[config.mk]
export PLATFORM = sky130hd
export DESIGN_NAME = swbc_ctrl_flat
export DESIGN_NICKNAME = d
export VERILOG_FILES = /design/src/include/swbc_pkg.sv /design/src/include/swbc_link_if.sv /design/src/rtl/swbc_ctrl.sv /design/src/flat_wrapper.sv
export SDC_FILE = /design/constraint.sdc
export NUM_CORES = 1
export LEC_CHECK = 0
export ABC_AREA = 1
export BUFFER_PORTS_ARGS = -buffer_cell sky130_fd_sc_hd__buf_4
export CAP_MARGIN = 40
export CORE_MARGIN = 8
export CORE_UTILIZATION = 55
export CTS_CLUSTER_DIAMETER = 50
export DETAILED_ROUTE_END_ITERATION = 8
export GPL_ROUTABILITY_DRIVEN = 1
export PLACE_DENSITY_LB_ADDON = 0.25
export RECOVER_POWER = 50
export SKIP_CTS_REPAIR_TIMING = 1
export SYNTH_ARGS = -nofsm -noshare
export SYNTH_HDL_FRONTEND = slang
export SYNTH_SLANG_ARGS = --single-unit
[constraint.sdc]
create_clock -name aclk -period 6 [get_ports aclk]
set_input_delay 1.5 -clock aclk [delete_from_list [all_inputs] [get_ports aclk]]
set_output_delay 1.5 -clock aclk [all_outputs]
set_load 0.02 [all_outputs]
[src/include/swbc_pkg.sv]
package swbc_pkg;
	// ==========================================================
	// Widths
	localparam int DW = 16;
	localparam int LANES = DW / 8;
	localparam int BANK_W = 2;
	localparam int NBANK = 1 << BANK_W;
	localparam int COL_W = 3;
	localparam int PAIR_W = 2;
	localparam int MEM_AW = BANK_W + COL_W + PAIR_W + 1;
	localparam int LAT_W = 6;
	localparam int LAT_DEPTH = 1 << LAT_W;
	localparam int AXI_AW = 8;
	localparam int ORG_NO_MASK = 4;
	// ==========================================================
	// Link encodings
	localparam logic [1:0] BL_FIX8 = 2'h0;
	localparam logic [1:0] BL_OTF = 2'h1;
	localparam logic [1:0] BL_FIX4 = 2'h2;
	localparam logic [1:0] OP_MRS = 2'h0;
	localparam logic [1:0] OP_ACT = 2'h1;
	localparam logic [1:0] OP_WR = 2'h2;
	localparam logic [1:0] OP_PRE = 2'h3;
	localparam logic [1:0] CRC_OFF = 2'h0;
	localparam logic [1:0] CRC_NONPERSIST = 2'h1;
	localparam logic [1:0] CRC_PERSIST = 2'h2;
	localparam logic [PAIR_W-1:0] LAST_PAIR_BL8 = 2'h3;
	localparam logic [PAIR_W-1:0] LAST_PAIR_BC4 = 2'h1;
	// ==========================================================
	// Timing in link clock cycles
	localparam logic [4:0] CWL_MIN = 5'h09;
	localparam logic [9:0] GAP_PRE1 = 10'h004;
	localparam logic [9:0] GAP_PRE2 = 10'h006;
	localparam logic [9:0] GAP_FORBID_PRE2 = 10'h005;
	localparam logic [9:0] PRE_EXTRA_OTF = 10'h004;
	localparam logic [9:0] PRE_EXTRA_FIX4 = 10'h002;
	localparam logic [9:0] SINCE_MAX = 10'h3FF;
	localparam logic [3:0] RST_TICKS = 4'h8;
	// ==========================================================
	// Controller registers
	localparam logic [7:0] REG_CTRL = 8'h00;
	localparam logic [7:0] REG_CMD = 8'h04;
	localparam logic [7:0] REG_MASK = 8'h08;
	localparam logic [7:0] REG_STATUS = 8'h0C;
	localparam logic [7:0] REG_TWR = 8'h10;
	localparam logic [3:0] REG_DATA_HI = 4'h2;
	localparam int CTRL_BL = 0;
	localparam int CTRL_DM = 2;
	localparam int CTRL_DBI = 3;
	localparam int CTRL_CRC = 4;
	localparam int CTRL_PRE2 = 5;
	localparam int CTRL_AL = 6;
	localparam int CTRL_CWL = 11;
	localparam int CMD_OP = 0;
	localparam int CMD_BANK = 2;
	localparam int CMD_COL = 4;
	localparam int CMD_A10 = 7;
	localparam int CMD_A12 = 8;
	localparam int STAT_BUSY = 0;
	localparam int STAT_REFUSED = 1;
	localparam logic [31:0] CTRL_RESET = 32'h0000_4800;
	localparam logic [31:0] TWR_RESET = 32'h0000_000C;
	localparam logic [1:0] RESP_OKAY = 2'h0;
	localparam logic [1:0] RESP_SLVERR = 2'h2;

	function automatic logic is_chop(input logic [1:0] bls, input logic a12);
		is_chop = (bls == BL_FIX4) || (bls == BL_OTF && !a12);
	endfunction : is_chop

	function automatic logic [PAIR_W-1:0] last_pair(input logic chop);
		last_pair = chop ? LAST_PAIR_BC4 : LAST_PAIR_BL8;
	endfunction : last_pair
endpackage : swbc_pkg

[src/include/swbc_link_if.sv]
`timescale 1ns/1ps
interface swbc_link_if;
	logic ck;
	logic reset_n;
	logic cmd_valid;
	logic [1:0] cmd_op;
	logic [swbc_pkg::BANK_W-1:0] bank;
	logic [swbc_pkg::COL_W-1:0] col;
	logic a10;
	logic a12;
	logic [1:0] burst_length_select_field;
	logic dm_en;
	logic dbi_en;
	logic crc_en;
	logic pre2;
	logic [4:0] al;
	logic [4:0] cwl;
	logic [2*swbc_pkg::DW-1:0] dq;
	logic [2*swbc_pkg::LANES-1:0] dm_n;
	logic dqs_valid;
	modport ctrl(output ck, reset_n, cmd_valid, cmd_op, bank, col, a10, a12,
		burst_length_select_field, dm_en, dbi_en, crc_en, pre2, al, cwl,
		dq, dm_n, dqs_valid);
	modport dram(input ck, reset_n, cmd_valid, cmd_op, bank, col, a10, a12,
		burst_length_select_field, dm_en, dbi_en, crc_en, pre2, al, cwl,
		dq, dm_n, dqs_valid);
endinterface : swbc_link_if

[src/rtl/swbc_ctrl.sv]
// Our own choices: the AXI4-Lite slave port and the register addresses.
`timescale 1ns/1ps
module swbc_ctrl (
	input wire logic aclk,
	input wire logic aresetn,
	input wire logic ce,
	input wire logic [swbc_pkg::AXI_AW-1:0] awaddr,
	input wire logic awvalid,
	output logic awready,
	input wire logic [31:0] wdata,
	input wire logic [3:0] wstrb,
	input wire logic wvalid,
	output logic wready,
	output logic [1:0] bresp,
	output logic bvalid,
	input wire logic bready,
	input wire logic [swbc_pkg::AXI_AW-1:0] araddr,
	input wire logic arvalid,
	output logic arready,
	output logic [31:0] rdata,
	output logic [1:0] rresp,
	output logic rvalid,
	input wire logic rready,
	swbc_link_if.ctrl link
);
	typedef enum logic [1:0] {C_IDLE, C_LAT, C_DATA} swbc_cst_t;

	// ==========================================================
	// AXI4-Lite slave
	logic aw_got;
	logic w_got;
	logic [7:0] aw_a;
	logic [31:0] w_d;
	logic [3:0] w_s;
	logic [31:0] ctrl_q;
	logic [31:0] mask_q;
	logic [31:0] twr_q;
	logic [31:0] data_q [4];
	logic refused;
	logic pend;
	swbc_cst_t st;

	wire aw_hs = awvalid && awready;
	wire w_hs = wvalid && wready;
	wire ar_hs = arvalid && arready;
	wire do_wr = aw_got && w_got && !bvalid;
	wire next_aw_got = (aw_got || aw_hs) && !do_wr;
	wire next_w_got = (w_got || w_hs) && !do_wr;
	wire next_rvalid = ar_hs || (rvalid && !rready);
	wire w_ctrl = aw_a == swbc_pkg::REG_CTRL;
	wire w_cmd = aw_a == swbc_pkg::REG_CMD;
	wire w_mask = aw_a == swbc_pkg::REG_MASK;
	wire w_stat = aw_a == swbc_pkg::REG_STATUS;
	wire w_twr = aw_a == swbc_pkg::REG_TWR;
	wire w_data = aw_a[7:4] == swbc_pkg::REG_DATA_HI;
	wire w_map = w_ctrl || w_cmd || w_mask || w_stat || w_twr || w_data;
	wire busy = pend || st != C_IDLE;
	wire r_data = araddr[7:4] == swbc_pkg::REG_DATA_HI;
	wire r_map = r_data || araddr == swbc_pkg::REG_CTRL ||
		araddr == swbc_pkg::REG_CMD || araddr == swbc_pkg::REG_MASK ||
		araddr == swbc_pkg::REG_STATUS || araddr == swbc_pkg::REG_TWR;
	wire [31:0] stat_v = 32'({refused, busy});
	wire [31:0] rd_val = r_data ? data_q[araddr[3:2]] :
		araddr == swbc_pkg::REG_CTRL ? ctrl_q :
		araddr == swbc_pkg::REG_MASK ? mask_q :
		araddr == swbc_pkg::REG_STATUS ? stat_v :
		araddr == swbc_pkg::REG_TWR ? twr_q : 32'h0000_0000;

	function automatic logic [31:0] strb_merge(input logic [31:0] old,
		input logic [31:0] nw, input logic [3:0] s);
		logic [31:0] r;
		r = old;
		for (int i = 0; i < 4; i++) begin
			if (s[i]) begin
				r[i*8 +: 8] = nw[i*8 +: 8];
			end
		end
		strb_merge = r;
	endfunction : strb_merge

	always_ff @(posedge aclk) begin
		if (!aresetn) begin
			aw_got <= 1'b0;
			w_got <= 1'b0;
			awready <= 1'b1;
			wready <= 1'b1;
			bvalid <= 1'b0;
			bresp <= swbc_pkg::RESP_OKAY;
			aw_a <= '0;
			w_d <= '0;
			w_s <= '0;
		end else if (ce) begin
			aw_got <= next_aw_got;
			w_got <= next_w_got;
			awready <= !next_aw_got;
			wready <= !next_w_got;
			bvalid <= do_wr || (bvalid && !bready);
			if (do_wr) begin
				bresp <= w_map ? swbc_pkg::RESP_OKAY : swbc_pkg::RESP_SLVERR;
			end
			if (aw_hs) begin
				aw_a <= awaddr;
			end
			if (w_hs) begin
				w_d <= wdata;
				w_s <= wstrb;
			end
		end
	end

	always_ff @(posedge aclk) begin
		if (!aresetn) begin
			arready <= 1'b1;
			rvalid <= 1'b0;
			rdata <= '0;
			rresp <= swbc_pkg::RESP_OKAY;
		end else if (ce) begin
			arready <= !next_rvalid;
			rvalid <= next_rvalid;
			if (ar_hs) begin
				rdata <= rd_val;
				rresp <= r_map ? swbc_pkg::RESP_OKAY : swbc_pkg::RESP_SLVERR;
			end
		end
	end

	// ==========================================================
	// Command legality
	logic [15:0] mrs_q;
	logic [8:0] cmd_q;
	logic [9:0] since_wr;
	wire [1:0] n_op = w_d[swbc_pkg::CMD_OP +: 2];
	wire m_fix4 = mrs_q[swbc_pkg::CTRL_BL +: 2] == swbc_pkg::BL_FIX4;
	wire m_pre2 = mrs_q[swbc_pkg::CTRL_PRE2];
	wire [swbc_pkg::LAT_W-1:0] m_wl =
		swbc_pkg::LAT_W'(mrs_q[swbc_pkg::CTRL_AL +: 5]) +
		swbc_pkg::LAT_W'(mrs_q[swbc_pkg::CTRL_CWL +: 5]);
	wire cfg_bad = (ctrl_q[swbc_pkg::CTRL_DM] && ctrl_q[swbc_pkg::CTRL_DBI]) ||
		(ctrl_q[swbc_pkg::CTRL_PRE2] &&
		ctrl_q[swbc_pkg::CTRL_CWL +: 5] <= swbc_pkg::CWL_MIN);
	wire [9:0] col_gap = m_pre2 ? swbc_pkg::GAP_PRE2 :
		swbc_pkg::GAP_PRE1;
	wire [9:0] pre_gap = 10'(m_wl) + (m_fix4 ? swbc_pkg::PRE_EXTRA_FIX4 :
		swbc_pkg::PRE_EXTRA_OTF) + twr_q[9:0];
	wire legal = n_op == swbc_pkg::OP_MRS ? !cfg_bad :
		n_op == swbc_pkg::OP_WR ? since_wr >= col_gap :
		n_op == swbc_pkg::OP_PRE ? since_wr >= pre_gap : 1'b1;
	wire cmd_req = do_wr && w_cmd;
	wire refuse = cmd_req && (busy || !legal);
	wire stat_clr = do_wr && w_stat && w_s[0] && w_d[swbc_pkg::STAT_REFUSED];

	always_ff @(posedge aclk) begin
		if (!aresetn) begin
			ctrl_q <= swbc_pkg::CTRL_RESET;
			mask_q <= '0;
			twr_q <= swbc_pkg::TWR_RESET;
			for (int i = 0; i < 4; i++) begin
				data_q[i] <= '0;
			end
		end else if (ce && do_wr) begin
			if (w_ctrl) ctrl_q <= strb_merge(ctrl_q, w_d, w_s);
			if (w_mask) mask_q <= strb_merge(mask_q, w_d, w_s);
			if (w_twr) twr_q <= strb_merge(twr_q, w_d, w_s);
			if (w_data) data_q[aw_a[3:2]] <= strb_merge(data_q[aw_a[3:2]], w_d, w_s);
		end
	end

	// ==========================================================
	// Link side: clock divided by two, outputs change as it falls, reset_n as it rises
	logic [3:0] rst_cnt;
	logic [swbc_pkg::LAT_W-1:0] cnt;
	logic [2:0] pair;
	logic chop_q;
	wire tick = ce && link.ck;
	wire issue = tick && pend && link.reset_n;
	wire [1:0] c_op = cmd_q[swbc_pkg::CMD_OP +: 2];
	wire c_chop = swbc_pkg::is_chop(mrs_q[swbc_pkg::CTRL_BL +: 2],
		cmd_q[swbc_pkg::CMD_A12]);
	wire more = pair <= {1'b0, swbc_pkg::last_pair(chop_q)};

	always_ff @(posedge aclk) begin
		if (!aresetn) begin
			link.ck <= 1'b0;
			link.reset_n <= 1'b0;
			rst_cnt <= '0;
			pend <= 1'b0;
			refused <= 1'b0;
			cmd_q <= '0;
			since_wr <= swbc_pkg::SINCE_MAX;
		end else if (ce) begin
			link.ck <= !link.ck;
			if (tick && rst_cnt != swbc_pkg::RST_TICKS) rst_cnt <= rst_cnt + 4'h1;
			link.reset_n <= rst_cnt == swbc_pkg::RST_TICKS;
			refused <= refuse || (refused && !stat_clr);
			if (cmd_req && !refuse) begin
				pend <= 1'b1;
				cmd_q <= w_d[8:0];
			end else if (issue) begin
				pend <= 1'b0;
			end
			if (issue && c_op == swbc_pkg::OP_WR) since_wr <= '0;
			else if (tick && since_wr != swbc_pkg::SINCE_MAX) since_wr <= since_wr + 10'h001;
		end
	end

	always_ff @(posedge aclk) begin
		if (!aresetn) begin
			link.cmd_valid <= 1'b0;
			link.cmd_op <= swbc_pkg::OP_MRS;
			link.bank <= '0;
			link.col <= '0;
			link.a10 <= 1'b0;
			link.a12 <= 1'b0;
			mrs_q <= swbc_pkg::CTRL_RESET[15:0];
		end else if (tick) begin
			link.cmd_valid <= issue;
			if (issue) begin
				link.cmd_op <= c_op;
				link.bank <= cmd_q[swbc_pkg::CMD_BANK +: swbc_pkg::BANK_W];
				link.col <= cmd_q[swbc_pkg::CMD_COL +: swbc_pkg::COL_W];
				link.a10 <= cmd_q[swbc_pkg::CMD_A10];
				link.a12 <= cmd_q[swbc_pkg::CMD_A12];
				if (c_op == swbc_pkg::OP_MRS) mrs_q <= ctrl_q[15:0];
			end
		end
	end

	always_ff @(posedge aclk) begin
		if (!aresetn) begin
			link.burst_length_select_field <= swbc_pkg::BL_FIX8;
			{link.dm_en, link.dbi_en, link.crc_en, link.pre2} <= '0;
			link.al <= '0;
			link.cwl <= swbc_pkg::CWL_MIN;
		end else if (tick) begin
			link.burst_length_select_field <= ctrl_q[swbc_pkg::CTRL_BL +: 2];
			link.dm_en <= ctrl_q[swbc_pkg::CTRL_DM];
			link.dbi_en <= ctrl_q[swbc_pkg::CTRL_DBI];
			link.crc_en <= ctrl_q[swbc_pkg::CTRL_CRC];
			link.pre2 <= ctrl_q[swbc_pkg::CTRL_PRE2];
			link.al <= ctrl_q[swbc_pkg::CTRL_AL +: 5];
			link.cwl <= ctrl_q[swbc_pkg::CTRL_CWL +: 5];
		end
	end

	// Data for pair p is beats 2p and 2p+1; a set mask bit masks a lane.
	always_ff @(posedge aclk) begin
		if (!aresetn) begin
			st <= C_IDLE;
			cnt <= '0;
			pair <= '0;
			chop_q <= 1'b0;
			link.dqs_valid <= 1'b0;
			link.dq <= '0;
			link.dm_n <= '1;
		end else if (tick) begin
			case (st)
				C_IDLE: begin
					if (issue && c_op == swbc_pkg::OP_WR) begin
						st <= C_LAT;
						cnt <= m_wl - swbc_pkg::LAT_W'(1);
						chop_q <= c_chop;
						pair <= '0;
					end
				end
				C_LAT, C_DATA: begin
					if (st == C_LAT && cnt != '0) begin
						cnt <= cnt - swbc_pkg::LAT_W'(1);
					end else if (more) begin
						st <= C_DATA;
						link.dqs_valid <= 1'b1;
						link.dq <= data_q[pair[1:0]];
						link.dm_n <= ~mask_q[pair[1:0]*4 +: 4];
						pair <= pair + 3'h1;
					end else begin
						st <= C_IDLE;
						link.dqs_valid <= 1'b0;
						link.dm_n <= '1;
					end
				end
				default: st <= C_IDLE;
			endcase
		end
	end
endmodule : swbc_ctrl

[src/flat_wrapper.sv]
// flat-port wrapper written by rule: the top's interface ports become plain ports
module swbc_ctrl_flat 
  (aclk, aresetn, ce, awaddr, awvalid, awready, wdata, wstrb, wvalid, wready, bresp, bvalid, bready, araddr, arvalid, arready, rdata, rresp, rvalid, rready, link_ck, link_reset_n, link_cmd_valid, link_cmd_op, link_bank, link_col, link_a10, link_a12, link_burst_length_select_field, link_dm_en, link_dbi_en, link_crc_en, link_pre2, link_al, link_cwl, link_dq, link_dm_n, link_dqs_valid);
  swbc_link_if link_i ();
  input wire logic aclk;
  input wire logic aresetn;
  input wire logic ce;
  input wire logic [swbc_pkg::AXI_AW-1:0] awaddr;
  input wire logic awvalid;
  output logic awready;
  input wire logic [31:0] wdata;
  input wire logic [3:0] wstrb;
  input wire logic wvalid;
  output logic wready;
  output logic [1:0] bresp;
  output logic bvalid;
  input wire logic bready;
  input wire logic [swbc_pkg::AXI_AW-1:0] araddr;
  input wire logic arvalid;
  output logic arready;
  output logic [31:0] rdata;
  output logic [1:0] rresp;
  output logic rvalid;
  input wire logic rready;
  output wire logic [$bits(link_i.ck)-1:0] link_ck;
  output wire logic [$bits(link_i.reset_n)-1:0] link_reset_n;
  output wire logic [$bits(link_i.cmd_valid)-1:0] link_cmd_valid;
  output wire logic [$bits(link_i.cmd_op)-1:0] link_cmd_op;
  output wire logic [$bits(link_i.bank)-1:0] link_bank;
  output wire logic [$bits(link_i.col)-1:0] link_col;
  output wire logic [$bits(link_i.a10)-1:0] link_a10;
  output wire logic [$bits(link_i.a12)-1:0] link_a12;
  output wire logic [$bits(link_i.burst_length_select_field)-1:0] link_burst_length_select_field;
  output wire logic [$bits(link_i.dm_en)-1:0] link_dm_en;
  output wire logic [$bits(link_i.dbi_en)-1:0] link_dbi_en;
  output wire logic [$bits(link_i.crc_en)-1:0] link_crc_en;
  output wire logic [$bits(link_i.pre2)-1:0] link_pre2;
  output wire logic [$bits(link_i.al)-1:0] link_al;
  output wire logic [$bits(link_i.cwl)-1:0] link_cwl;
  output wire logic [$bits(link_i.dq)-1:0] link_dq;
  output wire logic [$bits(link_i.dm_n)-1:0] link_dm_n;
  output wire logic [$bits(link_i.dqs_valid)-1:0] link_dqs_valid;
  assign link_ck = link_i.ck;
  assign link_reset_n = link_i.reset_n;
  assign link_cmd_valid = link_i.cmd_valid;
  assign link_cmd_op = link_i.cmd_op;
  assign link_bank = link_i.bank;
  assign link_col = link_i.col;
  assign link_a10 = link_i.a10;
  assign link_a12 = link_i.a12;
  assign link_burst_length_select_field = link_i.burst_length_select_field;
  assign link_dm_en = link_i.dm_en;
  assign link_dbi_en = link_i.dbi_en;
  assign link_crc_en = link_i.crc_en;
  assign link_pre2 = link_i.pre2;
  assign link_al = link_i.al;
  assign link_cwl = link_i.cwl;
  assign link_dq = link_i.dq;
  assign link_dm_n = link_i.dm_n;
  assign link_dqs_valid = link_i.dqs_valid;
  swbc_ctrl u_core (.aclk(aclk), .aresetn(aresetn), .ce(ce), .awaddr(awaddr), .awvalid(awvalid), .awready(awready), .wdata(wdata), .wstrb(wstrb), .wvalid(wvalid), .wready(wready), .bresp(bresp), .bvalid(bvalid), .bready(bready), .araddr(araddr), .arvalid(arvalid), .arready(arready), .rdata(rdata), .rresp(rresp), .rvalid(rvalid), .rready(rready), .link(link_i));
endmodule
==> parameters.txt <==
Parameter                              Value

Drt
  Average routed wire per standard cell    19.12 um
  Residual DRC count    0
  Number of search-and-repair iterations in the first detailed-routing pass    6
  Final wirelength    59.99 mm
  Number of DRC violations after detailed-routing iteration 0    1,755
  Average via count per standard cell    5.756
  DR vias    18,060
  Antenna violation net count after detailed routing    0

Status
  Status    complete, but fails checks
  Violations in the final reports    max-capacitance violations, max-slew violations

Cells and area
  Post-route cell area    22,250 sq um
  Top library cells by usage in the layout, fill and taps aside    sky130_fd_sc_hd__nand2_1, sky130_fd_sc_hd__nor2_1, sky130_fd_sc_hd__o21ai_0
  Diodes inserted    0
  Most common library cell in the layout ignoring fill and taps    sky130_fd_sc_hd__nand2_1
  Area Growth Syn to Fin    13.49%
  Number of nets in the layout    2,737
  Share of final-layout standard cells stronger than drive strength 1    0.07063

Timing
  Worst hold slack after final layout    440.3 ps
  Post-route clock skew    22.58 ps
  Highest clock rate    190.7 MHz
  Slew of the pin with the lowest slew margin    2493 ps
  Number of pins exceeding their max-slew limit in the final report    186
  Clock period minus worst slack    5243 ps
  Unrepaired setup endpoints after global routing    no
  Endpoints failing setup    0
  Tcrit/Tclk final    0.8738
  Max-slew headroom    -0.6619
  Post-Route Setup TNS    0 ps
  Final hold violation count    0

Setup path
  Buffering stage count on the worst path with inverters included    3
  Critical Path Fanout Max    59
  Minimum setup slack among reg-to-reg paths    840 ps
  Cell breakdown of the critical path    clkbuf_2, clkbuf_1, clkbuf_2, o21ai_0, a21oi_1
  Critical path arrival    5730 ps
  Most common cell type on the critical path    sky130_fd_sc_hd__clkbuf_2
  Slowest cell delay on critical path    1760 ps
  Largest delay contributor family on the critical path    buffers and inverters
  Number of cell instances on the worst register-to-register path    27
  R2R Path Start    u_core.mrs_q[11]
  Critical R2R Capture    u_core.cmd_q[5]
  Critical path type    in2reg
  Slowest-stage cell, CP    sky130_fd_sc_hd__clkbuf_1
  Kind of start point of the critical path    input pin
  CP Capture Type    register
  Required arrival time at the worst endpoint    6480 ps

Yosys
  Instance count of the mapped netlist    2,533
  Post-Synthesis Mean Instance Area    7.741 sq um
  Area share of the largest cell type after synthesis    0.3022
  Warnings from Yosys    0
  Sequential share of the synthesized area    0.4982
  Main combinational cell family by area after synthesis    simple AND/OR/NAND/NOR gates
  Share of async-settable or async-resettable flops after synthesis    0
  Most used flip-flop cell after synthesis    sky130_fd_sc_hd__dfxtp_1
  Cell taking the most area after synthesis    sky130_fd_sc_hd__dfxtp_1
  Number of distinct library cells after synthesis    48
  Compound-Gate Fraction of Synth Area    0.1729
  Mapped Area    19,610 sq um
  Mux cell area share after synthesis    0
  Register bit total from synthesis    424
  EDFF count, synth    128
  Area share of fa/ha/maj cells after synthesis    0.02706
  Synth Area in Simple Gates    0.2156
  Xor and xnor fraction of the mapped netlist area    0.003573
  Largest cells by area after synthesis    sky130_fd_sc_hd__dfxtp_1, sky130_fd_sc_hd__edfxtp_1, sky130_fd_sc_hd__nand2_1

Floorplan
  Area of the core region    35,310 sq um
  Number of I/O pins    166
  Die Footprint    41,950 sq um
  Width of the chip    204.8 um
  Vertical extent of the die    204.8 um
  Std cell rows    69
  Effective utilization at floorplan    0.5553

GRT
  Wire length of the first global-routing pass    93.60 mm
  Maximum number of pins on one net before global-route repair    85
  Total global routing overflow    0
  Vias in the first global route    17,320
  Number of antenna violations at the first check in global routing    0
  Overall routing resource usage    0.2799

Place
  Number of port buffers    163
  Sum of net half-perimeters after detailed placement    40.83 mm
  Placement-stage cell area    21,190 sq um
  Placer congestion estimate    0.9371

CTS
  Number of buffers created by CTS    49
  Buffers from clock root to sink, at most    3
  # clock sinks    424
  Clk Tree Root Cell    sky130_fd_sc_hd__clkbuf_16
  Latest clock arrival within the worst-skew pair    570 ps
  H-tree level count    2
  TritonCTS clock tree    built
  Clock-pin slew reported for the worst setup and hold paths after clock tree synthesis    60 ps

Power
  Power density normalized to cell area    290.3 nW/um^2
  Maximum ir drop on the vdd rail    248.1 uV
  Leak pwr    0.009155 uW

Hold path
  Hold Path End    u_core.link.dq[17]
  Hold/Removal Path Class    reg2reg
  WHS Path Cells    2
  Hold path start    u_core.link.dq[17]

Flow run
  Number of max-cap violations    4
cell type report:
| cell class | instances | area [sq um] |
|---|---|---|
| clock buffer | 65 | 1364 |
| clock inverter | 25 | 207.7 |
| fill | 3081 | 13060 |
| inverter | 283 | 1064 |
| multi-input combinational | 1690 | 8202 |
| sequential | 424 | 9771 |
| tap | 461 | 576.8 |
| timing repair buffer | 189 | 1069 |
synthesized netlist by cell type (5+ instances only):
library cell,n
sky130_fd_sc_hd__a22oi_1,41
sky130_fd_sc_hd__a21oi_1,219
sky130_fd_sc_hd__nand3_4,9
sky130_fd_sc_hd__o21ai_1,9
sky130_fd_sc_hd__buf_2,16
sky130_fd_sc_hd__o22ai_1,32
sky130_fd_sc_hd__nand4_1,45
sky130_fd_sc_hd__nor3_1,5
sky130_fd_sc_hd__edfxtp_1,128
sky130_fd_sc_hd__nand3_1,65
sky130_fd_sc_hd__xor2_1,6
sky130_fd_sc_hd__clkbuf_1,115
sky130_fd_sc_hd__o211ai_1,8
sky130_fd_sc_hd__nand2_1,476
sky130_fd_sc_hd__o21ai_0,304
sky130_fd_sc_hd__o21bai_1,10
sky130_fd_sc_hd__nor2_1,385
sky130_fd_sc_hd__ha_1,36
sky130_fd_sc_hd__inv_1,276
sky130_fd_sc_hd__dfxtp_1,296
registers in the layout, indices dropped and copies added (netlist names), 5 cells and up:
name / flops
u_core.cnt: 6
u_core.rdata: 32
u_core.since_wr: 10
u_core.aw_a: 8
u_core.link.dq: 32
u_core.cmd_q: 9
u_core.mask_q: 32
u_core.w_d: 32
u_core.link.cwl: 5
u_core.mrs_q: 13
u_core.ctrl_q: 32
u_core.data_q: 128
u_core.link.al: 5
u_core.twr_q: 32
cells by family (layout without fill, tap and decap cells):
logic type      Yosys count  after routing
buf+inv                 420            562
compound gates          634            634
xor+xnor                  8              8
simple gates           1006           1006
other cells               1              2
flops                   424            424
fa+ha+maj                40             40
stage by stage:
step / cells / total power [uW] / setup WS, ps / util
floorplan: 2534 / 3435 / 1802 / -
finish: 3137 / 6461 / 756.9 / 0.6302
detailed placement: 3047 / 3623 / 941.0 / 0.6001
global placement: 3041 / 3603 / 1281 / 0.5958
global route: 3137 / 6663 / 439.0 / 0.6302
CTS: 3137 / 6491 / 950.3 / 0.6446
report_power, final:
part / internal, uW / leakage, uW / switching (uW)
logic: 136 / 0.00465 / 323
registers: 3030 / 0.00372 / 71.0
clock network: 1690 / 0.000785 / 1210
metal layers:
metal,track usage,up-vias,part of all wire
li1,-,8577,-
met1,0.3515,8396,0.39
met2,0.4632,904,0.48
met3,0.04285,180,0.086
met4,0.1427,0,0.048
met5,0,-,0
worst min-delay path, cell delays in order, from the launching register on:
cell                      delay (ps)
sky130_fd_sc_hd__dfxtp_1         300
sky130_fd_sc_hd__inv_1            40
sky130_fd_sc_hd__a21oi_1          50
how the worst max path moves through the flow:
| stage | endpoint | start | slack (ps) | depth (start not counted) |
|---|---|---|---|---|
| after global routing | u_core.w_d[2] | aresetn | 440 | 5 |
| after CTS | u_core.cmd_q[0] | u_core.mrs_q[11] | 950 | 27 |
| after global placement | u_core.cmd_q[1] | u_core.mrs_q[6] | 1280 | 27 |
| after detailed placement | u_core.cmd_q[0] | u_core.mrs_q[11] | 940 | 27 |
| final | u_core.w_d[2] | aresetn | 760 | 5 |
| after floorplan | u_core.cmd_q[0] | u_core.mrs_q[6] | 1800 | 27 |
Power figures use the tool's default switching activity.
